### src/core/fault_mgr_pkg.sv
// Constants and carrier types of the motor starter fault manager.
// Assumes a single system clock; no timing constants are needed.
package fault_mgr_pkg;
   // Register byte offsets
   localparam logic [7:0] REG_CFG      = 8'h00;
   localparam logic [7:0] REG_SIGNAL   = 8'h04;
   localparam logic [7:0] REG_IRQ_STAT = 8'h08;
   localparam logic [7:0] REG_IRQ_MASK = 8'h0c;
   localparam logic [7:0] REG_COOL     = 8'h10;
   // Configuration fields
   localparam int CFG_W          = 6;
   localparam int CFG_HOLD       = 0;
   localparam int CFG_SENS_TRIP  = 1;
   localparam int CFG_MODEL_TRIP = 2;
   localparam int CFG_AUTORESET  = 3;
   localparam int CFG_SUB_CW     = 4;
   localparam int CFG_SUB_CCW    = 5;
   localparam logic [CFG_W-1:0] CFG_RESET = 6'h00;
   // Interrupt status and mask fields
   localparam int IRQ_W     = 4;
   localparam int IRQ_FAULT = 0;
   localparam int IRQ_WARN  = 1;
   localparam int IRQ_BUS   = 2;
   localparam int IRQ_STOP  = 3;
   localparam logic [IRQ_W-1:0] IRQ_RESET = 4'h0;

   typedef enum logic [1:0] {
      LAMP_OFF,
      LAMP_RED,
      LAMP_YELLOW,
      LAMP_FLASH
   } lamp_t;

   // Detector levels from the power and sensor front end
   typedef struct packed {
      logic elec_uv;
      logic sw_uv;
      logic no_mains;
      logic sens_sup_ovl;
      logic temp_ovl;
      logic temp_short;
      logic temp_break;
      logic model_ovl;
      logic cooling;
      logic selftest_fail;
      logic element_defect;
      logic image_err;
   } cond_t;

   // Signalling bits, bit 0 is image_err
   typedef struct packed {
      logic gen_fault;
      logic gen_warn;
      logic bus_fault;
      logic master_stop;
      logic elec_low;
      logic no_sw_supply;
      logic no_mains;
      logic sens_sup_ovl;
      logic temp_ovl;
      logic temp_short;
      logic temp_break;
      logic model_ovl;
      logic ovl_trip;
      logic cooling_active;
      logic selftest;
      logic element_defect;
      logic image_err;
   } sig_t;

   typedef struct packed {
      lamp_t group_fault_lamp;
      lamp_t bus_fault_lamp;
      lamp_t state_lamp;
      lamp_t device_lamp;
   } lamps_t;

   // Latched trip causes
   typedef struct packed {
      logic mains;
      logic sens_sup;
      logic t_ovl;
      logic t_short;
      logic t_break;
      logic model;
      logic selftest;
      logic element;
      logic image;
   } latch_t;
endpackage

### src/core/fault_manager.sv
// Fault and warning supervisor of a field-bus motor starter.
// Assumes synchronous master-side inputs and asynchronous detector pins.
// Function
// [RULE1] Bus loss: bus fault bit, red bus lamp, substitute/held outputs.
// [RULE2] Master stop: stop bit, bus lamp off, substitute/held outputs.
// [RULE3] Electronics undervoltage trips, red group lamp, clears itself.
// [RULE4] Switching supply undervoltage trips, red group lamp, clears itself.
// [RULE5] No mains with motor off: only no-mains bit, no trip.
// [RULE6] No mains with motor on: trip, needs explicit trip reset.
// [RULE7] Sensor supply overload trips, cleared only by trip reset.
// [RULE8] Sensor overload in warning mode: warning, flashing lamp, auto.
// [RULE9] Sensor overload in trip mode: trip, reset refused while hot.
// [RULE10] Sensor short in warning mode: warning, flashing lamp, auto.
// [RULE11] Sensor short in trip mode: trip, reset after short is gone.
// [RULE12] Sensor wire break: warning or trip like the other sensor faults.
// [RULE13] Model overload trip: reset only after cooling, time reported.
// [RULE14] Self-test failure trips, red lamps, cleared by power cycle.
// [RULE15] Defective element trips, three red lamps, power cycle only.
// [RULE16] Auto-acknowledged faults clear with their cause, unlike autoreset.
// [RULE17] Image error trips; withdrawing both direction commands clears it.
// [RULE18] Latched trips keep motor off and ignore on commands.
`timescale 1ns/1ps
module fault_manager #(
   parameter int COOL_W = 16
) (
   // Clock and reset
   input  wire logic                    clk_sys,
   input  wire logic                    reset_n,
   // Register port
   input  wire logic [7:0]              addr,
   input  wire logic [31:0]             wdata,
   input  wire logic                    wr,
   input  wire logic                    rd,
   output      logic [31:0]             rdata,
   // Master side, same clock
   input  wire logic                    bus_ok,
   input  wire logic                    master_run,
   input  wire logic                    cmd_cw,
   input  wire logic                    cmd_ccw,
   input  wire logic                    trip_reset,
   input  wire logic [COOL_W-1:0]       cool_time,
   // Detector pins
   input  wire fault_mgr_pkg::cond_t    cond_in,
   // Motor outputs, signalling, lamps, interrupt
   output      logic                    motor_cw,
   output      logic                    motor_ccw,
   output      fault_mgr_pkg::sig_t     signals,
   output      fault_mgr_pkg::lamps_t   lamps,
   output      logic                    irq
);
   typedef struct packed {
      fault_mgr_pkg::cond_t                  sync1;
      fault_mgr_pkg::cond_t                  sync2;
      logic [fault_mgr_pkg::CFG_W-1:0]       cfg;
      fault_mgr_pkg::latch_t                 lat;
      logic                                  mcw;
      logic                                  mccw;
      fault_mgr_pkg::sig_t                   sig;
      fault_mgr_pkg::lamps_t                 lmp;
      logic [fault_mgr_pkg::IRQ_W-1:0]       istat;
      logic [fault_mgr_pkg::IRQ_W-1:0]       imask;
      logic [COOL_W-1:0]                     cool;
      logic [31:0]                           rdat;
   } state_t;

   state_t s;
   state_t next_s;

   // Latch update: set wins, clears on ack once the cause is gone
   function automatic logic hold_latch(input logic cur, input logic set,
                                       input logic cause, input logic ack);
      hold_latch = set | (cur & ~(ack & ~cause));
   endfunction

   // Register read value
   function automatic logic [31:0] read_mux(input logic [7:0] a,
                                            input state_t st);
      read_mux = 32'h0;
      case (a)
         fault_mgr_pkg::REG_CFG:      read_mux = 32'(st.cfg);
         fault_mgr_pkg::REG_SIGNAL:   read_mux = 32'(st.sig);
         fault_mgr_pkg::REG_IRQ_STAT: read_mux = 32'(st.istat);
         fault_mgr_pkg::REG_IRQ_MASK: read_mux = 32'(st.imask);
         fault_mgr_pkg::REG_COOL:     read_mux = 32'(st.cool);
         default:                     read_mux = 32'h0;
      endcase
   endfunction

   logic                            motor_on;
   logic                            sens_trip;
   logic                            model_trip;
   logic                            ack;
   logic                            trip;
   fault_mgr_pkg::cond_t            c;
   logic [fault_mgr_pkg::IRQ_W-1:0] ev;

   assign motor_on   = cmd_cw | cmd_ccw;
   assign sens_trip  = s.cfg[fault_mgr_pkg::CFG_SENS_TRIP];
   assign model_trip = s.cfg[fault_mgr_pkg::CFG_MODEL_TRIP];
   assign ack        = trip_reset | s.cfg[fault_mgr_pkg::CFG_AUTORESET];
   assign c          = s.sync2;

   // Next-state logic
   always_comb
   begin
      next_s       = s;
      next_s.sync1 = cond_in;
      next_s.sync2 = s.sync1;
      next_s.cool  = cool_time;
      // Trip latches
      next_s.lat.mains = hold_latch(s.lat.mains, c.no_mains & motor_on,
                                    c.no_mains, trip_reset);    // [RULE6]
      next_s.lat.sens_sup = hold_latch(s.lat.sens_sup, c.sens_sup_ovl,
                                       c.sens_sup_ovl, trip_reset); // [RULE7]
      next_s.lat.t_ovl = hold_latch(s.lat.t_ovl, sens_trip & c.temp_ovl,
                                    c.temp_ovl, ack);           // [RULE9]
      next_s.lat.t_short = hold_latch(s.lat.t_short,
                                      sens_trip & c.temp_short,
                                      c.temp_short, ack);       // [RULE11]
      next_s.lat.t_break = hold_latch(s.lat.t_break,
                                      sens_trip & c.temp_break,
                                      c.temp_break, ack);       // [RULE12]
      next_s.lat.model = hold_latch(s.lat.model, model_trip & c.model_ovl,
                                    c.model_ovl | c.cooling, ack); // [RULE13]
      next_s.lat.selftest = s.lat.selftest | c.selftest_fail;   // [RULE14]
      next_s.lat.element  = s.lat.element | c.element_defect;   // [RULE15]
      next_s.lat.image = hold_latch(s.lat.image, c.image_err,
                                    c.image_err, ~motor_on);    // [RULE17]
      // Trip from latches or self-clearing undervoltage
      trip = c.elec_uv | c.sw_uv | s.lat.mains | s.lat.sens_sup
           | s.lat.t_ovl | s.lat.t_short | s.lat.t_break | s.lat.model
           | s.lat.selftest | s.lat.element | s.lat.image;      // [RULE16]
      // Signalling bits
      next_s.sig.gen_fault      = trip;
      next_s.sig.gen_warn       = (~sens_trip & (c.temp_ovl | c.temp_short
                                  | c.temp_break))
                                | (~model_trip & c.model_ovl); // [RULE8]
      next_s.sig.bus_fault      = ~bus_ok;                      // [RULE1]
      next_s.sig.master_stop    = bus_ok & ~master_run;         // [RULE2]
      next_s.sig.elec_low       = c.elec_uv;                    // [RULE3]
      next_s.sig.no_sw_supply   = c.sw_uv;                      // [RULE4]
      next_s.sig.no_mains       = c.no_mains | s.lat.mains;     // [RULE5]
      next_s.sig.sens_sup_ovl   = s.lat.sens_sup;
      next_s.sig.temp_ovl       = c.temp_ovl | s.lat.t_ovl;
      next_s.sig.temp_short     = c.temp_short | s.lat.t_short; // [RULE10]
      next_s.sig.temp_break     = c.temp_break | s.lat.t_break;
      next_s.sig.model_ovl      = c.model_ovl | s.lat.model;
      next_s.sig.ovl_trip       = s.lat.t_ovl | s.lat.t_short
                                | s.lat.t_break | s.lat.model;
      next_s.sig.cooling_active = s.lat.model & c.cooling;      // [RULE13]
      next_s.sig.selftest       = s.lat.selftest;
      next_s.sig.element_defect = s.lat.element;
      next_s.sig.image_err      = s.lat.image;
      // Lamps
      next_s.lmp.group_fault_lamp = trip ? fault_mgr_pkg::LAMP_RED
                                         : fault_mgr_pkg::LAMP_OFF;
      next_s.lmp.bus_fault_lamp = bus_ok ? fault_mgr_pkg::LAMP_OFF
                                         : fault_mgr_pkg::LAMP_RED;
      next_s.lmp.state_lamp = s.lat.element ? fault_mgr_pkg::LAMP_RED
                                            : fault_mgr_pkg::LAMP_OFF;
      if (s.lat.selftest | s.lat.element)
         next_s.lmp.device_lamp = fault_mgr_pkg::LAMP_RED;      // [RULE15]
      else if (trip)
         next_s.lmp.device_lamp = fault_mgr_pkg::LAMP_YELLOW;
      else if (next_s.sig.gen_warn)
         next_s.lmp.device_lamp = fault_mgr_pkg::LAMP_FLASH;
      else
         next_s.lmp.device_lamp = fault_mgr_pkg::LAMP_OFF;
      // Motor outputs
      if (trip)
      begin
         next_s.mcw  = 1'b0;                                    // [RULE18]
         next_s.mccw = 1'b0;
      end
      else if (~bus_ok | ~master_run)
      begin
         if (!s.cfg[fault_mgr_pkg::CFG_HOLD])
         begin
            next_s.mcw  = s.cfg[fault_mgr_pkg::CFG_SUB_CW];     // [RULE1]
            next_s.mccw = s.cfg[fault_mgr_pkg::CFG_SUB_CCW];    // [RULE2]
         end
      end
      else
      begin
         next_s.mcw  = cmd_cw;
         next_s.mccw = cmd_ccw;
      end
      // Interrupt events on rising signalling bits
      ev[fault_mgr_pkg::IRQ_FAULT] = next_s.sig.gen_fault & ~s.sig.gen_fault;
      ev[fault_mgr_pkg::IRQ_WARN]  = next_s.sig.gen_warn & ~s.sig.gen_warn;
      ev[fault_mgr_pkg::IRQ_BUS]   = next_s.sig.bus_fault & ~s.sig.bus_fault;
      ev[fault_mgr_pkg::IRQ_STOP]  = next_s.sig.master_stop
                                   & ~s.sig.master_stop;
      next_s.istat = s.istat | ev;
      // Register writes; event set wins over write-one clear
      if (wr)
      begin
         case (addr)
            fault_mgr_pkg::REG_CFG:
               next_s.cfg = wdata[fault_mgr_pkg::CFG_W-1:0];
            fault_mgr_pkg::REG_IRQ_STAT:
               next_s.istat = (s.istat & ~wdata[fault_mgr_pkg::IRQ_W-1:0])
                            | ev;
            fault_mgr_pkg::REG_IRQ_MASK:
               next_s.imask = wdata[fault_mgr_pkg::IRQ_W-1:0];
            default: ;
         endcase
      end
      // Read data valid in the cycle after the strobe only
      next_s.rdat = rd ? read_mux(addr, s) : 32'h0;
   end

   // State register
   always_ff @(posedge clk_sys or negedge reset_n)
   begin
      if (!reset_n)
      begin
         s       <= '0;
         s.cfg   <= fault_mgr_pkg::CFG_RESET;
         s.istat <= fault_mgr_pkg::IRQ_RESET;
         s.imask <= fault_mgr_pkg::IRQ_RESET;
      end
      else
         s <= next_s;
   end

   // Outputs
   assign rdata     = s.rdat;
   assign motor_cw  = s.mcw;
   assign motor_ccw = s.mccw;
   assign signals   = s.sig;
   assign lamps     = s.lmp;
   assign irq       = |(s.istat & s.imask);
endmodule

### config.mk
export PLATFORM = sky130hd
export DESIGN_NAME = fault_manager
export DESIGN_NICKNAME = d
export VERILOG_FILES = /design/src/core/fault_mgr_pkg.sv /design/src/core/fault_manager.sv
export SDC_FILE = /design/constraint.sdc
export NUM_CORES = 1
export LEC_CHECK = 0
export BUFFER_PORTS_ARGS = -buffer_cell sky130_fd_sc_hd__buf_2
export CELL_PAD_IN_SITES_DETAIL_PLACEMENT = 2
export CELL_PAD_IN_SITES_GLOBAL_PLACEMENT = 2
export CORE_ASPECT_RATIO = 1.2
export CORE_UTILIZATION = 29
export DETAILED_ROUTE_END_ITERATION = 6
export GPL_TIMING_DRIVEN = 0
export PLACE_DENSITY_LB_ADDON = 0.25
export SLEW_MARGIN = 20
export SYNTH_ARGS = -nofsm -noshare
export SYNTH_HDL_FRONTEND = slang
export SYNTH_SLANG_ARGS = --single-unit
### constraint.sdc
create_clock -name clk_sys -period 2.8 [get_ports clk_sys]
set_input_delay 0.28 -clock clk_sys [delete_from_list [all_inputs] [get_ports clk_sys]]
set_output_delay 0.28 -clock clk_sys [all_outputs]
set_load 0.02 [all_outputs]
==> results.yml <==
logic_synthesis:
  post-synth-top-area-cell: "dfrtp_1"
  yosysTopAreaCellShare: 0.634
  syn_area_per_cell_um2: 12.5
  synth_cells: 318
  synth_flop_cell: "dfrtp_1"
  synth_edf_count: 0
  yosysMostFrequentCell: "dfrtp_1"
  synth_commonest_cells: "101 x dfrtp_1, 57 x buf_4, 23 x nand3_1"
  yosysUniqueCellTypes: 37
  synth.yosys.seq_area_share: 0.634
  synth.area.top_cells: "dfrtp_1 63%, buf_4 11%, mux2_2 3.4%"
  ys_warn_count: 0
  ys_async_sr_fraction: 1.00
  syn_area_um2: 3990
  ys_ff_latch: 101
routing:
  drtPass1Iterations: 4
  vias: 2732
  drc_errors: 0
  first_iter_violations: 67
  viasPerCell: 4.46
  post_drt_wl_per_cell_um: 16.7
  wirelength_mm: 10.2
  drtAntennaViolNets: 0
finish:
  multi_input_area_um2: 1010
  fin_nets: 516
  syn_to_final_growth_pct: 27.2
  fillers: 1399
  diodes: 0
  drive_gt1_frac: 0.432
  seq_area_um2: 2530
place:
  dp.final_hpwl_mm: 7.77
  gp_congestion: 0.807
  portBuffers: 91
  post-place-ws_ns: 0.727
global_route:
  grt_pass1_vias: 2958
  grt_pass1_wl_mm: 16.0
  antenna_found_initial: 0
  grt_util_all_layers: 0.153
  overflow: 0
  grt_max_degree: 76
clock_network:
  path_clk_slew_ns: 0.07
  clk_latency_ns: 0.34
  cts_buffer_depth: 2
  postCtsSetupBuffers: 0
  h-tree-depth: 3
  clock-root-buffer: "clkbuf_16"
  cts_tree: "done"
  cts.repair.resized: 0
  cts_buffers: 9
  cts_sinks: 101
hold_path:
  hp-class: "input port to flop"
  hold_start: "cool_time[2]"
  hold-path-cell-count: 1
critical_path:
  crit_type: "flop to flop"
  crit_start: "s[89]$_DFF_PN0_"
  cp_max_fo: 4
  cp_data_arrival_time_ns: 2.08
  start_kind: "flop"
  end_kind: "flop"
  reg2reg_from: "s[89]$_DFF_PN0_"
  cp.required_ns: 3.04
  reg2regPathDepth: 4
sta:
  finalClockSkew_ns: 0.00752
  worst_slew_pin_slew_ns: 0.794
  finalSetupTns_ns: 0
  worst_slack_ns: 0.962
  setup_viol: 0
  hold_viol: 0
  max_freq_mhz: 544
  rsz0062_at_grt: "no"
  hold_slack_ns: 0.0438
  period_minus_slack_ns: 1.84
  slew_viol_final: 0
  period_share: 0.656
  worst_slew_margin_rel: 0.466
floorplanning:
  die_y_um: 130
  num_rows: 46
  fp.coreArea_um2: 13300
  start_util: 0.300
  dieArea_um2: 14200
  pin_count: 137
  fp.dieW_um: 109
pwr:
  leakage_uw: 0.00241
  ir_drop_v: 0.000252
  power_density_nw_per_um2: 620
run_status:
  status: "finished clean"
run:
  cap_violations: 0
## worst max-delay path: stages, from the launching register on
cell and delay [ns]:
dfrtp_1 0.38, or4_1 0.59, nor4_2 0.37, inv_1 0.16, o21bai_1 0.24
## power breakdown
| group | switching, uW | internal (uW) |
|---|---|---|
| Sequential | 47.8 | 1520 |
| Clock | 530 | 747 |
| Combinational | 167 | 126 |
| Total | 745 | 2400 |
## flip-flops by register name, indices dropped and copies added, names as in the netlist
name	cells
s	34
rdata	17
next_s	16
motor_cw	1
signals	14
motor_ccw	1
model_trip	1
lamps	5
c	12
## cells by family after synthesis
family,count (synthesis),synth area share
other,1,0.000941
flip-flops,101,0.634
multiplexers,18,0.0540
buffers and inverters,76,0.127
AO/OA/AOI/OAI,43,0.0706
AND/OR/NAND/NOR,79,0.113
## worst paths after layout
check	end	slack, ns
max reg2reg	lamps[0]$_DFF_PN0_	0.96
min	s[34]$_DFF_PN0_	0.04
max	lamps[0]$_DFF_PN0_	0.96
min in group asynchronous	next_s[100]$_DFF_PN0_	0.37
max in group asynchronous	rdata[7]$_DFF_PN0_	1.76
min reg2reg	c[11]$_DFF_PN0_	0.35
## per-layer routing
layer,share of wire,global-route usage,up-vias
li1,-,-,1273
met1,0.42,0.191,1376
met2,0.52,0.260,69
met3,0.044,0.0298,14
met4,0.018,0.0604,0
met5,0,0,-
## timing repair
item / in CTS / in global routing
endpoints found under the hold margin: 26 / 0
hold buffers: 1 / 0
setup endpoints to repair: 0 / 0
## per-stage QoR
stage               cells  power, uW  area, um2   util
global placement      594       1880       4710  0.355
global route          612       3270       5070  0.381
floorplan             335       1750       4050      -
finish                612       3140       5070  0.381
CTS                   612       3200       5070  0.381
detailed placement    595       1890       4750  0.357
## cells in the final DEF, fill, tap and decap left out, types with 9 or more instances in the layout
cell | Yosys | final
mux2_2 | 12 | 12
nand4_1 | 10 | 10
buf_4 | 57 | 57
nand3_1 | 23 | 23
clkbuf_16 | 0 | 9
conb_1 | 1 | 18
clkbuf_1 | 12 | 13
a21oi_1 | 15 | 15
dfrtp_1 | 101 | 101
buf_2 | 0 | 90
## final cells by class
class                      instances  share of cell area
inverter                           6             0.00444
tap                              168              0.0415
clock buffer                      12              0.0506
multi-input combinational        158               0.200
sequential                       101               0.499
buffer                            70              0.0955
timing repair buffer              93              0.0985
clock inverter                     4              0.0109
(Power assumes the default switching activity.)
